File: src/hw/pchdr_defs.svh
// Offsets, field values, reset values and timing figures of the configuration header bank
`ifndef PCHDR_DEFS_SVH
`define PCHDR_DEFS_SVH
`define PCHDR_OFS_IDENT 7'h00
`define PCHDR_OFS_STATCMD 7'h04
`define PCHDR_OFS_CLASSREV 7'h08
`define PCHDR_OFS_MISC 7'h0C
`define PCHDR_OFS_BASE0 7'h10
`define PCHDR_OFS_BASE1 7'h14
`define PCHDR_OFS_BASE2 7'h18
`define PCHDR_OFS_BASE3 7'h1C
`define PCHDR_OFS_BASE4 7'h20
`define PCHDR_OFS_BASE5 7'h24
`define PCHDR_OFS_W28 7'h28
`define PCHDR_OFS_W2C 7'h2C
`define PCHDR_OFS_W30 7'h30
`define PCHDR_OFS_CAPLIST 7'h34
`define PCHDR_OFS_W38 7'h38
`define PCHDR_OFS_INTR 7'h3C
`define PCHDR_OFS_MSGINT0 7'h40
`define PCHDR_OFS_MSGINT1 7'h44
`define PCHDR_OFS_MSGINT2 7'h48
`define PCHDR_OFS_MSGINT3 7'h4C
`define PCHDR_OFS_INFO 13'h1000
`define PCHDR_HDR_WORDS 5'd20
`define PCHDR_RST_VAL 32'h0000_0000
`define PCHDR_CMD_WMASK 32'h0000_0547
`define PCHDR_STAT_CAPLIST 32'h0010_0000
`define PCHDR_MSGINT_CAP_ID 8'h05
`define PCHDR_MSGINT_PTR 32'h0000_0040
`define PCHDR_EXT_BASE 12'h100
`define PCHDR_EXT_VER 4'h1
`define PCHDR_EXT_ID_SERIAL 16'h0003
`define PCHDR_EXT_ID_VC 16'h0002
`define PCHDR_EXT_ID_VENDOR 16'h000B
`define PCHDR_EXT_ID_ERR 16'h0001
`define PCHDR_EXT_ID_RESIZE 16'h0015
`define PCHDR_EXT_WORDS_SERIAL 10'd3
`define PCHDR_EXT_WORDS_VC 10'd7
`define PCHDR_EXT_WORDS_VENDOR 10'd6
`define PCHDR_EXT_WORDS_ERR 10'd14
`define PCHDR_EXT_WORDS_RESIZE 10'd13
`define PCHDR_RST_MIN_NS 1500
`define PCHDR_CLK_NS 50
`endif

File: src/hw/pchdr_pkg.sv
// Types shared by the configuration header bank
package pchdr_pkg;
  typedef logic [31:0] pchdr_word_t;
  typedef enum logic [1:0]
  {
    PCHDR_REF_100 = 2'b00,
    PCHDR_REF_125 = 2'b01,
    PCHDR_REF_250 = 2'b10,
    PCHDR_REF_BAD = 2'b11
  } pchdr_refclk_t;
  typedef enum logic [1:0]
  {
    PCHDR_RESP_OKAY = 2'b00,
    PCHDR_RESP_SLVERR = 2'b10
  } pchdr_resp_t;
endpackage

File: src/hw/pchdr_axil_slave.sv
// AXI4-Lite slave front end of the configuration header bank
`timescale 1ns/1ps
`default_nettype none
module pchdr_axil_slave #(
  parameter int ADDR_W = 13
) (
  // Clock and reset
  input wire logic sys_clk,
  input wire logic blk_rst,
  // AXI4-Lite
  input wire logic [ADDR_W-1:0] s_axi_awaddr,
  input wire logic s_axi_awvalid,
  output logic s_axi_awready,
  input wire logic [31:0] s_axi_wdata,
  input wire logic [3:0] s_axi_wstrb,
  input wire logic s_axi_wvalid,
  output logic s_axi_wready,
  output logic [1:0] s_axi_bresp,
  output logic s_axi_bvalid,
  input wire logic s_axi_bready,
  input wire logic s_axi_arvalid,
  output logic s_axi_arready,
  output logic [31:0] s_axi_rdata,
  output logic [1:0] s_axi_rresp,
  output logic s_axi_rvalid,
  input wire logic s_axi_rready,
  // Register side
  output logic wr_en,
  output logic [ADDR_W-1:0] wr_addr,
  output logic [31:0] wr_data,
  output logic [3:0] wr_strb,
  input wire logic wr_err,
  input wire logic [31:0] rd_data,
  input wire logic rd_err
);
  logic aw_have_q;
  logic w_have_q;

  // Write fires only once the previous response has been taken
  assign wr_en = aw_have_q && w_have_q && !s_axi_bvalid;

  always_ff @(posedge sys_clk)
  begin
    if (blk_rst)
    begin
      aw_have_q <= 1'b0;
      s_axi_awready <= 1'b0;
      wr_addr <= '0;
    end
    else if (s_axi_awvalid && s_axi_awready)
    begin
      aw_have_q <= 1'b1;
      s_axi_awready <= 1'b0;
      wr_addr <= s_axi_awaddr;
    end
    else if (wr_en)
    begin
      aw_have_q <= 1'b0;
      s_axi_awready <= 1'b1;
    end
    else
      s_axi_awready <= !aw_have_q;
  end

  always_ff @(posedge sys_clk)
  begin
    if (blk_rst)
    begin
      w_have_q <= 1'b0;
      s_axi_wready <= 1'b0;
      wr_data <= '0;
      wr_strb <= '0;
    end
    else if (s_axi_wvalid && s_axi_wready)
    begin
      w_have_q <= 1'b1;
      s_axi_wready <= 1'b0;
      wr_data <= s_axi_wdata;
      wr_strb <= s_axi_wstrb;
    end
    else if (wr_en)
    begin
      w_have_q <= 1'b0;
      s_axi_wready <= 1'b1;
    end
    else
      s_axi_wready <= !w_have_q;
  end

  always_ff @(posedge sys_clk)
  begin
    if (blk_rst)
    begin
      s_axi_bvalid <= 1'b0;
      s_axi_bresp <= pchdr_pkg::PCHDR_RESP_OKAY;
    end
    else if (wr_en)
    begin
      s_axi_bvalid <= 1'b1;
      s_axi_bresp <= wr_err ? pchdr_pkg::PCHDR_RESP_SLVERR : pchdr_pkg::PCHDR_RESP_OKAY;
    end
    else if (s_axi_bready)
      s_axi_bvalid <= 1'b0;
  end

  // Read data is captured at the address handshake, so rdata holds still
  always_ff @(posedge sys_clk)
  begin
    if (blk_rst)
    begin
      s_axi_arready <= 1'b0;
      s_axi_rvalid <= 1'b0;
      s_axi_rdata <= '0;
      s_axi_rresp <= pchdr_pkg::PCHDR_RESP_OKAY;
    end
    else if (s_axi_arvalid && s_axi_arready)
    begin
      s_axi_arready <= 1'b0;
      s_axi_rvalid <= 1'b1;
      s_axi_rdata <= rd_data;
      s_axi_rresp <= rd_err ? pchdr_pkg::PCHDR_RESP_SLVERR : pchdr_pkg::PCHDR_RESP_OKAY;
    end
    else if (s_axi_rvalid && s_axi_rready)
    begin
      s_axi_rvalid <= 1'b0;
      s_axi_arready <= 1'b1;
    end
    else
      s_axi_arready <= !s_axi_rvalid;
  end
endmodule // pchdr_axil_slave
`default_nettype wire

File: src/hw/pchdr_top.sv
// Configuration header register bank with hard reset handling, behind AXI4-Lite
// How it works
// The hard reset input is caught asynchronously and any pulse of it resets the whole block.
// The system holds hard reset for at least 1500 ns; the block also stretches it to that time.
// The platform's active-low reset is inverted outside, so hard reset here is active high.
// The reference clock is built for 100, 125 or 250 MHz and the supplied clock must match.
// In endpoint mode a reserved header word reads as all zeros.
// Extended capability headers are packed from 100h in order, only for the enabled set.
// The message signalled interrupt structure is sized by build options.
// Endpoint mode shows a 16-word Type 0 header with identity, status, class and interrupt.
// Type 0 has six base windows from 10h, then card pointer, ROM window and capability pointer.
// Bridge mode has only two base windows and bus numbers plus secondary latency at 18h.
// Type 1 holds I/O base, limit and secondary status at 1Ch and the upper I/O halves at 30h.
// Type 1 holds upper prefetchable base at 28h and upper prefetchable limit at 2Ch.
// Type 1 holds memory and prefetchable windows, each limit in the upper half.
// Reads to unimplemented configuration space complete successfully with zero data.
// Writes to read-only identity, class, revision and pointer fields change nothing.
//
// The implementer's own choice: register access over AXI4-Lite.
`timescale 1ns/1ps
`default_nettype none
`include "pchdr_defs.svh"
module pchdr_top #(
  parameter logic IS_BRIDGE = 1'b0,
  parameter int REFCLK_MHZ = 100,
  // Identity values are arbitrary
  parameter logic [15:0] VENDOR_CODE = 16'h1234,
  parameter logic [15:0] DEVICE_CODE = 16'h0001,
  parameter logic [31:0] SUBSYS_CODE = 32'h0001_1234,
  parameter logic [7:0] REVISION = 8'h00,
  parameter logic [23:0] CLASS_CODE = 24'h058000,
  parameter logic [5:0] BAR_EN = 6'h01,
  parameter int BAR_LOG2 = 12,
  parameter int ROM_LOG2 = 0,
  parameter logic [7:0] INTR_PIN = 8'h01,
  parameter logic MSGINT_64BIT = 1'b1,
  parameter logic [2:0] MSGINT_MMC = 3'h0,
  parameter logic [4:0] EXT_CAP_EN = 5'h1F,
  parameter int ADDR_W = 13
) (
  // Clock and resets
  input wire logic sys_clk,
  input wire logic rst_n,
  input wire logic hard_reset,
  // AXI4-Lite
  input wire logic [ADDR_W-1:0] s_axi_awaddr,
  input wire logic s_axi_awvalid,
  output logic s_axi_awready,
  input wire logic [31:0] s_axi_wdata,
  input wire logic [3:0] s_axi_wstrb,
  input wire logic s_axi_wvalid,
  output logic s_axi_wready,
  output logic [1:0] s_axi_bresp,
  output logic s_axi_bvalid,
  input wire logic s_axi_bready,
  input wire logic [ADDR_W-1:0] s_axi_araddr,
  input wire logic s_axi_arvalid,
  output logic s_axi_arready,
  output logic [31:0] s_axi_rdata,
  output logic [1:0] s_axi_rresp,
  output logic s_axi_rvalid,
  input wire logic s_axi_rready,
  // Decoded controls
  output logic io_decode_en,
  output logic mem_decode_en,
  output logic bus_master_en,
  output logic intx_disable,
  output logic message_signalled_interrupt_enable,
  output logic block_in_reset
);
  localparam int RST_CYC = (`PCHDR_RST_MIN_NS + `PCHDR_CLK_NS - 1) / `PCHDR_CLK_NS;
  localparam int RCW = $clog2(RST_CYC + 1);
  localparam logic [31:0] BAR_M = ~((32'h1 << BAR_LOG2) - 32'h1);
  localparam logic [31:0] ROM_M = (ROM_LOG2 == 0) ? 32'h0 : (~((32'h1 << ROM_LOG2) - 32'h1));

  logic [1:0] hrst_sync_q;
  logic [RCW-1:0] rst_cnt_q;
  logic blk_rst;
  pchdr_pkg::pchdr_word_t cfg_q [0:`PCHDR_HDR_WORDS-1];
  logic wr_en;
  logic [ADDR_W-1:0] wr_addr;
  logic [31:0] wr_data;
  logic [3:0] wr_strb;
  logic wr_err;
  logic [31:0] rd_data;
  logic rd_err;

  // Active-high pulse from the inverted platform reset is caught without the clock
  always_ff @(posedge sys_clk or posedge hard_reset)
  begin
    if (hard_reset)
      hrst_sync_q <= 2'b11;
    else
      hrst_sync_q <= {hrst_sync_q[0], 1'b0};
  end

  // Even a glitch of hard reset keeps the block down for the full minimum time
  always_ff @(posedge sys_clk)
  begin
    if (!rst_n || hrst_sync_q[1])
      rst_cnt_q <= '0;
    else if (rst_cnt_q != RCW'(RST_CYC))
      rst_cnt_q <= rst_cnt_q + RCW'(1);
  end

  assign blk_rst = !rst_n || hrst_sync_q[1] || (rst_cnt_q != RCW'(RST_CYC));

  always_ff @(posedge sys_clk)
  begin
    block_in_reset <= blk_rst;
  end

  function automatic pchdr_pkg::pchdr_refclk_t refclk_code(input int mhz);
    case (mhz)
      100: return pchdr_pkg::PCHDR_REF_100;
      125: return pchdr_pkg::PCHDR_REF_125;
      250: return pchdr_pkg::PCHDR_REF_250;
      default: return pchdr_pkg::PCHDR_REF_BAD;
    endcase
  endfunction

  function automatic pchdr_pkg::pchdr_word_t bar_mask(input int n);
    return BAR_EN[n] ? BAR_M : 32'h0;
  endfunction

  // Writable bits of each header word; everything else ignores writes
  function automatic pchdr_pkg::pchdr_word_t hdr_mask(input logic [6:0] a);
    pchdr_pkg::pchdr_word_t m;
    m = 32'h0;
    case (a)
      `PCHDR_OFS_STATCMD: m = `PCHDR_CMD_WMASK;
      `PCHDR_OFS_MISC: m = 32'h0000_00FF;
      `PCHDR_OFS_BASE0: m = bar_mask(0);
      `PCHDR_OFS_BASE1: m = bar_mask(1);
      `PCHDR_OFS_MSGINT0: m = 32'h0071_0000;
      `PCHDR_OFS_MSGINT1: m = 32'hFFFF_FFFC;
      `PCHDR_OFS_MSGINT2: m = MSGINT_64BIT ? 32'hFFFF_FFFF : 32'h0000_FFFF;
      `PCHDR_OFS_MSGINT3: m = MSGINT_64BIT ? 32'h0000_FFFF : 32'h0;
      default:
      begin
        if (IS_BRIDGE)
        begin
          case (a)
            `PCHDR_OFS_BASE2: m = 32'hFFFF_FFFF;
            `PCHDR_OFS_BASE3: m = 32'h0000_F0F0;
            `PCHDR_OFS_BASE4: m = 32'hFFF0_FFF0;
            `PCHDR_OFS_BASE5: m = 32'hFFF0_FFF0;
            `PCHDR_OFS_W28: m = 32'hFFFF_FFFF;
            `PCHDR_OFS_W2C: m = 32'hFFFF_FFFF;
            `PCHDR_OFS_W30: m = 32'hFFFF_FFFF;
            `PCHDR_OFS_W38: m = ROM_M | {31'h0, ROM_LOG2 != 0};
            `PCHDR_OFS_INTR: m = 32'h0FFF_00FF;
            default: m = 32'h0;
          endcase
        end
        else
        begin
          case (a)
            `PCHDR_OFS_BASE2: m = bar_mask(2);
            `PCHDR_OFS_BASE3: m = bar_mask(3);
            `PCHDR_OFS_BASE4: m = bar_mask(4);
            `PCHDR_OFS_BASE5: m = bar_mask(5);
            `PCHDR_OFS_W30: m = ROM_M | {31'h0, ROM_LOG2 != 0};
            `PCHDR_OFS_INTR: m = 32'h0000_00FF;
            default: m = 32'h0;
          endcase
        end
      end
    endcase
    return m;
  endfunction

  // Constant bits of each header word
  function automatic pchdr_pkg::pchdr_word_t hdr_fixed(input logic [6:0] a);
    pchdr_pkg::pchdr_word_t f;
    f = 32'h0;
    case (a)
      `PCHDR_OFS_IDENT: f = {DEVICE_CODE, VENDOR_CODE};
      `PCHDR_OFS_STATCMD: f = `PCHDR_STAT_CAPLIST;
      `PCHDR_OFS_CLASSREV: f = {CLASS_CODE, REVISION};
      `PCHDR_OFS_MISC: f = {15'h0, IS_BRIDGE, 16'h0};
      `PCHDR_OFS_CAPLIST: f = `PCHDR_MSGINT_PTR;
      `PCHDR_OFS_INTR: f = {16'h0, INTR_PIN, 8'h00};
      `PCHDR_OFS_MSGINT0: f = {8'h00, MSGINT_64BIT, 3'h0, MSGINT_MMC, 1'b0, 8'h00,
        `PCHDR_MSGINT_CAP_ID};
      default:
      begin
        if (IS_BRIDGE)
        begin
          case (a)
            `PCHDR_OFS_BASE3: f = 32'h0000_0101;
            `PCHDR_OFS_BASE5: f = 32'h0001_0001;
            default: f = 32'h0;
          endcase
        end
        else if (a == `PCHDR_OFS_W2C)
          f = SUBSYS_CODE;
      end
    endcase
    return f;
  endfunction

  function automatic logic [9:0] ext_words(input int k);
    case (k)
      0: return `PCHDR_EXT_WORDS_SERIAL;
      1: return `PCHDR_EXT_WORDS_VC;
      2: return `PCHDR_EXT_WORDS_VENDOR;
      3: return `PCHDR_EXT_WORDS_ERR;
      default: return `PCHDR_EXT_WORDS_RESIZE;
    endcase
  endfunction

  function automatic logic [15:0] ext_id(input int k);
    case (k)
      0: return `PCHDR_EXT_ID_SERIAL;
      1: return `PCHDR_EXT_ID_VC;
      2: return `PCHDR_EXT_ID_VENDOR;
      3: return `PCHDR_EXT_ID_ERR;
      default: return `PCHDR_EXT_ID_RESIZE;
    endcase
  endfunction

  // Placement depends on the enabled set: disabled structures take no room
  function automatic logic [11:0] ext_base(input int k);
    logic [11:0] b;
    b = `PCHDR_EXT_BASE;
    for (int j = 0; j < k; j++)
    begin
      if (EXT_CAP_EN[j])
        b = b + {ext_words(j), 2'b00};
    end
    return b;
  endfunction

  function automatic logic [11:0] ext_next(input int k);
    logic [11:0] n;
    n = 12'h0;
    for (int j = 4; j > k; j--)
    begin
      if (EXT_CAP_EN[j])
        n = ext_base(j);
    end
    return n;
  endfunction

  function automatic pchdr_pkg::pchdr_word_t merge_bytes(
    input pchdr_pkg::pchdr_word_t old_v,
    input pchdr_pkg::pchdr_word_t new_v,
    input logic [3:0] strb,
    input pchdr_pkg::pchdr_word_t mask
  );
    pchdr_pkg::pchdr_word_t r;
    r = old_v;
    for (int b = 0; b < 4; b++)
    begin
      if (strb[b])
        r[b*8 +: 8] = new_v[b*8 +: 8];
    end
    return r & mask;
  endfunction

  // Only the header and interrupt structure hold state; read-only bits are never stored
  always_ff @(posedge sys_clk)
  begin
    if (blk_rst)
    begin
      for (int i = 0; i < `PCHDR_HDR_WORDS; i++)
        cfg_q[i] <= `PCHDR_RST_VAL;
    end
    else if (wr_en && (wr_addr[ADDR_W-1:7] == '0) && (wr_addr[6:2] < `PCHDR_HDR_WORDS))
    begin
      cfg_q[wr_addr[6:2]] <= merge_bytes(cfg_q[wr_addr[6:2]], wr_data, wr_strb,
        hdr_mask({wr_addr[6:2], 2'b00}));
    end
  end

  // Config space and the info word accept writes; the rest of the bus space errors
  assign wr_err = (wr_addr[ADDR_W-1:12] != '0) && (wr_addr[ADDR_W-1:2] != `PCHDR_OFS_INFO >> 2);

  always_comb
  begin
    rd_data = 32'h0;
    rd_err = 1'b0;
    if (s_axi_araddr[ADDR_W-1:12] != '0)
    begin
      if (s_axi_araddr[ADDR_W-1:2] == `PCHDR_OFS_INFO >> 2)
        rd_data = {24'h0, EXT_CAP_EN, IS_BRIDGE, refclk_code(REFCLK_MHZ)};
      else
        rd_err = 1'b1;
    end
    else if (s_axi_araddr[11:7] == 5'h00)
    begin
      if (s_axi_araddr[6:2] < `PCHDR_HDR_WORDS)
        rd_data = (cfg_q[s_axi_araddr[6:2]] & hdr_mask({s_axi_araddr[6:2], 2'b00}))
          | hdr_fixed({s_axi_araddr[6:2], 2'b00});
    end
    else
    begin
      for (int k = 0; k < 5; k++)
      begin
        if (EXT_CAP_EN[k] && ({s_axi_araddr[11:2], 2'b00} == ext_base(k)))
          rd_data = {ext_next(k), `PCHDR_EXT_VER, ext_id(k)};
      end
    end
    // Unmatched config-space addresses stay zero with an OKAY answer
  end

  assign io_decode_en = cfg_q[1][0];
  assign mem_decode_en = cfg_q[1][1];
  assign bus_master_en = cfg_q[1][2];
  assign intx_disable = cfg_q[1][10];
  assign message_signalled_interrupt_enable = cfg_q[16][16];

  pchdr_axil_slave #(
    .ADDR_W(ADDR_W)
  ) u_slave (
    .sys_clk(sys_clk),
    .blk_rst(blk_rst),
    .s_axi_awaddr(s_axi_awaddr),
    .s_axi_awvalid(s_axi_awvalid),
    .s_axi_awready(s_axi_awready),
    .s_axi_wdata(s_axi_wdata),
    .s_axi_wstrb(s_axi_wstrb),
    .s_axi_wvalid(s_axi_wvalid),
    .s_axi_wready(s_axi_wready),
    .s_axi_bresp(s_axi_bresp),
    .s_axi_bvalid(s_axi_bvalid),
    .s_axi_bready(s_axi_bready),
    .s_axi_arvalid(s_axi_arvalid),
    .s_axi_arready(s_axi_arready),
    .s_axi_rdata(s_axi_rdata),
    .s_axi_rresp(s_axi_rresp),
    .s_axi_rvalid(s_axi_rvalid),
    .s_axi_rready(s_axi_rready),
    .wr_en(wr_en),
    .wr_addr(wr_addr),
    .wr_data(wr_data),
    .wr_strb(wr_strb),
    .wr_err(wr_err),
    .rd_data(rd_data),
    .rd_err(rd_err)
  );
endmodule // pchdr_top
`default_nettype wire

File: config.mk
export PLATFORM = sky130hd
export DESIGN_NAME = pchdr_top
export DESIGN_NICKNAME = d
export VERILOG_FILES = /design/src/hw/pchdr_pkg.sv /design/src/hw/pchdr_axil_slave.sv /design/src/hw/pchdr_top.sv
export VERILOG_INCLUDE_DIRS = /design/src /design/src/hw
export SDC_FILE = /design/constraint.sdc
export NUM_CORES = 1
export LEC_CHECK = 0
export BUFFER_PORTS_ARGS = -buffer_cell sky130_fd_sc_hd__buf_2
export CAP_MARGIN = 25
export CORE_MARGIN = 2
export CORE_UTILIZATION = 45
export CTS_CLUSTER_DIAMETER = 50
export DETAILED_ROUTE_END_ITERATION = 16
export GPL_ROUTABILITY_DRIVEN = 1
export PLACE_DENSITY = 0.66
export SLEW_MARGIN = 10
export SYNTH_ARGS = -nofsm -noshare
export SYNTH_HDL_FRONTEND = slang
export SYNTH_SLANG_ARGS = --single-unit
File: constraint.sdc
create_clock -name sys_clk -period 5.9 [get_ports sys_clk]
set_clock_uncertainty 0.05 [all_clocks]
set_input_delay 0.59 -clock sys_clk [delete_from_list [all_inputs] [get_ports sys_clk]]
set_output_delay 0.59 -clock sys_clk [all_outputs]
set_load 0.02 [all_outputs]
==> metrics.md <==
| Metric | Value |
|---|---|
| Post-place instance area | 55900 um2 |
| Slowest CP cell | o21ai_4 |
| Filler Cell Count | ~9000 |
| Crit start category | flip-flop |
| Final-report max-slew violation count | 0 |
| CP max stage delay | around 0.85 ns |
| Root buffer cell | clkbuf_16 |
| Initial antenna violation count | 4 |
| Synth Area in Compound Gates | approximately 4.7% |
| Combinational power share | 3.9% |
| Post-synthesis adder-cell area fraction | less than 1% |
| Worst Path Arrival | about 4.4 ns |
| Hold Vio Cnt, Final | 0 |
| 1st-iter DRT viols | roughly 3900 |
| Total grt overflow | 0 |
| Wire per inst | roughly 25 um |
| Vias in the first global route | ~30000 |
| Reg2Reg Depth | 8 |
| Syn Inst Count | about 2800 |
| Non-Filler Instances | 5464 |
| GR Util All Layers | 24.8% |
| Max_cap viols | 0 |
| Synth area leaders | edfxtp_1, mux4_2, dfxtp_1, mux2i_1, nand2_1 |
| Clock Latency Late Sink | 0.73 ns |
| Post-synth top flop | edfxtp_1 |
| Pleak | approximately 22 nW |
| Hpwl dp | approximately 90000 um |
| Mux cell area share after synthesis | a little over a fifth |
| Highest clock rate | between 200 and 250 MHz |
| DRC violations left | 0 |
| Die X | around 340 um |
| Post-Route WL | between 100000 and 150000 um |
| Fin nets | a little under 4000 |
| IO Count | around 120 |
| Int Pwr | about 0.014 W |
| Clock power share | a little under half |
| Final Instance Area | 60300 um2 |
| Worst-case vdd ir drop | 0.236 mV |
| Crit-path cells | ha_1 -> nand4_4 -> nor2_4 -> inv_2 -> nor4_2 -> nand2b_1 -> o21ai_4 -> buf_4 |
| Slew @ Worst Pin | 1.14 ns |
| CP Capture Type | flip-flop |
| EDFF count, synth | a little over 1000 |
| Port bufs | 110 |
| Post-synth top area cell | edfxtp_1 |
| Core area | around 110000 um2 |
| Largest net degree at the start of global routing | 78 |
| Setup TNS Final | 0 ns |
| Placed Cells | about 5200 |
| P_sw | about 0.0037 W |
| Count of clock tree sinks | between 1000 and 1500 |
| Worst slew margin | a little under a quarter |
| CP Data Required Time | slightly above 6 ns |
| Post-Syn Area | ~50000 um2 |
| Worst Hold Class | in2reg |
| First-pass GRT wire length | around 200000 um |
| Vias | around 30000 |
| Synth async-reset ratio | less than 1% |
| Sw frac | 21.0% |
| Synth Area in XOR/XNOR | 0.0700% |
| Gpl congestion | 0.870 |
| Sequential power share | between 50% and 60% |
| Tmin final | between 4 and 5 ns |
| ANT nets after route | 0 |
| TritonCTS clock tree | built |
| Htree depth | 4 |
| Share of layout cells above drive strength 1 | 23.6% |
| CTS clk-pin slew, worst paths | ~0.060 ns |
| Worst Setup Path Type | reg2reg |
| Synth Area in Simple Gates | a little under 6% |
| Die height | about 340 um |
| PD cells | between 200 and 300 nW/um2 |
| Avg Inst Size Synth | between 15 and 20 um2 |
| Top cell type's share of synthesized area | between 60 and 70% |
| Max clock buf depth | 3 |
| Starting Density | between 40% and 50% |
| Distinct cell type count after synthesis | between 80 and 90 |
| Post-synthesis sequential area ratio | roughly 66% |
| Period utilisation layout | about 70% |
| RSZ-0062 raised after global routing | no |
| Post-CTS Repair Setup Buffers | 0 |
| Num CTS Buffers | approximately 130 |
| Status | finished clean |
| Row count | around 120 |
| Drt pass-1 iters | 5 |
| Via density | about 5.5 |
| Ys Warns | 0 |
| Crit-path max FO | 23 |
| Hold Path Depth | 3 |
| Main combinational cell family by area after synthesis | multiplexers |
| Yosys reg bits | 1125 |
| Setup-failing EPs final | 0 |
| Layout area overhead | 20.5% |
| Die area | 114000 um2 |
## cell usage in the layout, fill, tap and decap left out, drive strengths merged, types with 9 or more instances in the layout
cell and count:
a211oi 10, a311o 23, and2 11, nand2 185
clkinv 46, clkbuf 162, nor3 123, mux2 36
edfxtp 1024, o21ai 49, mux4 418, o211ai 17
a22oi 33, mux2i 99, a2bb2oi 25, nand3 33
dfxtp 99, nand2b 23, a21oi 88, nor2b 36
nor2 116, buf 194, bufinv 11, inv 37
o22ai 12, conb 903, nor4 9
## flip-flops by register name, indices dropped and copies added (netlist names), 2 cells and up, named ones only
signal,flops
cfg_q,1024
u_slave.s_axi_rdata,32
u_slave.wr_data,32
u_slave.wr_addr,11
rst_cnt_q,5
u_slave.wr_strb,4
hrst_sync_q,2
## synthesized netlist by cell type, drive strengths merged (8+ instances only)
master and n:
a211oi 10, a21oi 88, a22oi 33, a2bb2oi 25
a311o 23, and2 11, buf 118, clkbuf 89
dfxtp 99, edfxtp 1024, inv 26, mux2 36
mux2i 99, mux4 418, nand2 185, nand2b 23
nand3 33, nand4 8, nor2 116, nor2b 36
nor3 123, nor4 9, o211ai 17, o21ai 49
o22ai 12, o31ai 8, or2 8
## final timing paths
| check | from | to | slack, ns |
|---|---|---|---|
| max in group asynchronous | hard_reset | hrst_sync_q[1] | 5.40 |
| max | rst_cnt_q[1] | cfg_q[2][14] | 1.83 |
| min in group asynchronous | hard_reset | hrst_sync_q[0] | 0.38 |
| min | s_axi_wdata[12] | u_slave.wr_data[12] | 0.05 |
| max reg2reg | rst_cnt_q[1] | cfg_q[2][14] | 1.83 |
| min reg2reg | hrst_sync_q[0] | hrst_sync_q[1] | 0.31 |
## cell type report
class	count	area, um2	area share (%)
inverters	27	101	0.168
flip-flops and latches	1125	32800	54.4
well taps	1488	1860	3.09
repair buffers	196	1450	2.40
diodes	3	7.51	0.0125
clock inverters	75	737	1.22
clock buffers	161	3580	5.94
multi-input cells	2389	19800	32.8
## worst max-delay path, delay by kind of cell, from the launching register on
family | cells | cell delay (ns)
flops | 1 | 0.38
fa+ha+maj | 1 | 0.24
simple gates | 4 | 1.45
compound gates | 1 | 0.85
buf+inv | 2 | 0.73
## metrics by stage
| step | hold slack (ns) | worst slack, ns | utilization, % | total power (W) |
|---|---|---|---|---|
| floorplan | 0.295 | 1.38 | - | 0.00966 |
| global placement | 0.298 | 1.45 | 50.5 | 0.00987 |
| detailed placement | 0.299 | 1.40 | 50.6 | 0.00989 |
| CTS | 0.0167 | 1.46 | 54.5 | 0.0179 |
| global route | 0.0432 | 1.60 | 54.5 | 0.0183 |
| finish | 0.0536 | 1.83 | 54.6 | 0.0178 |
## metal layers
layer | track usage, % | wire [um] | vias up
met4 | 7.71 | 3550 | 4
met2 | 38.0 | 64200 | 1563
li1 | - | - | 12896
met5 | 0 | 27 | -
met3 | 6.81 | 15600 | 220
met1 | 34.5 | 55300 | 15397
## cells by family after synthesis
family,Yosys count
buf+inv,234
fa+ha+maj,3
mux,553
flops,1125
xor+xnor,4
simple gates,590
other cells,1
compound gates,336
## power by group through the flow
stage	Sequential (W)	Clock (W)	Combinational, W
after floorplan	0.00917	0	0.000485
after global placement	0.00920	0	0.000667
after detailed placement	0.00922	0	0.000670
after CTS	0.00905	0.00818	0.000672
after global routing	0.00908	0.00850	0.000755
final	0.00905	0.00807	0.000699
## repair_timing
action	CTS	global route
endpoints found under the hold margin	2	0
resized for setup	0	0
hold buffers	1	0
(Power assumes the default switching activity.)
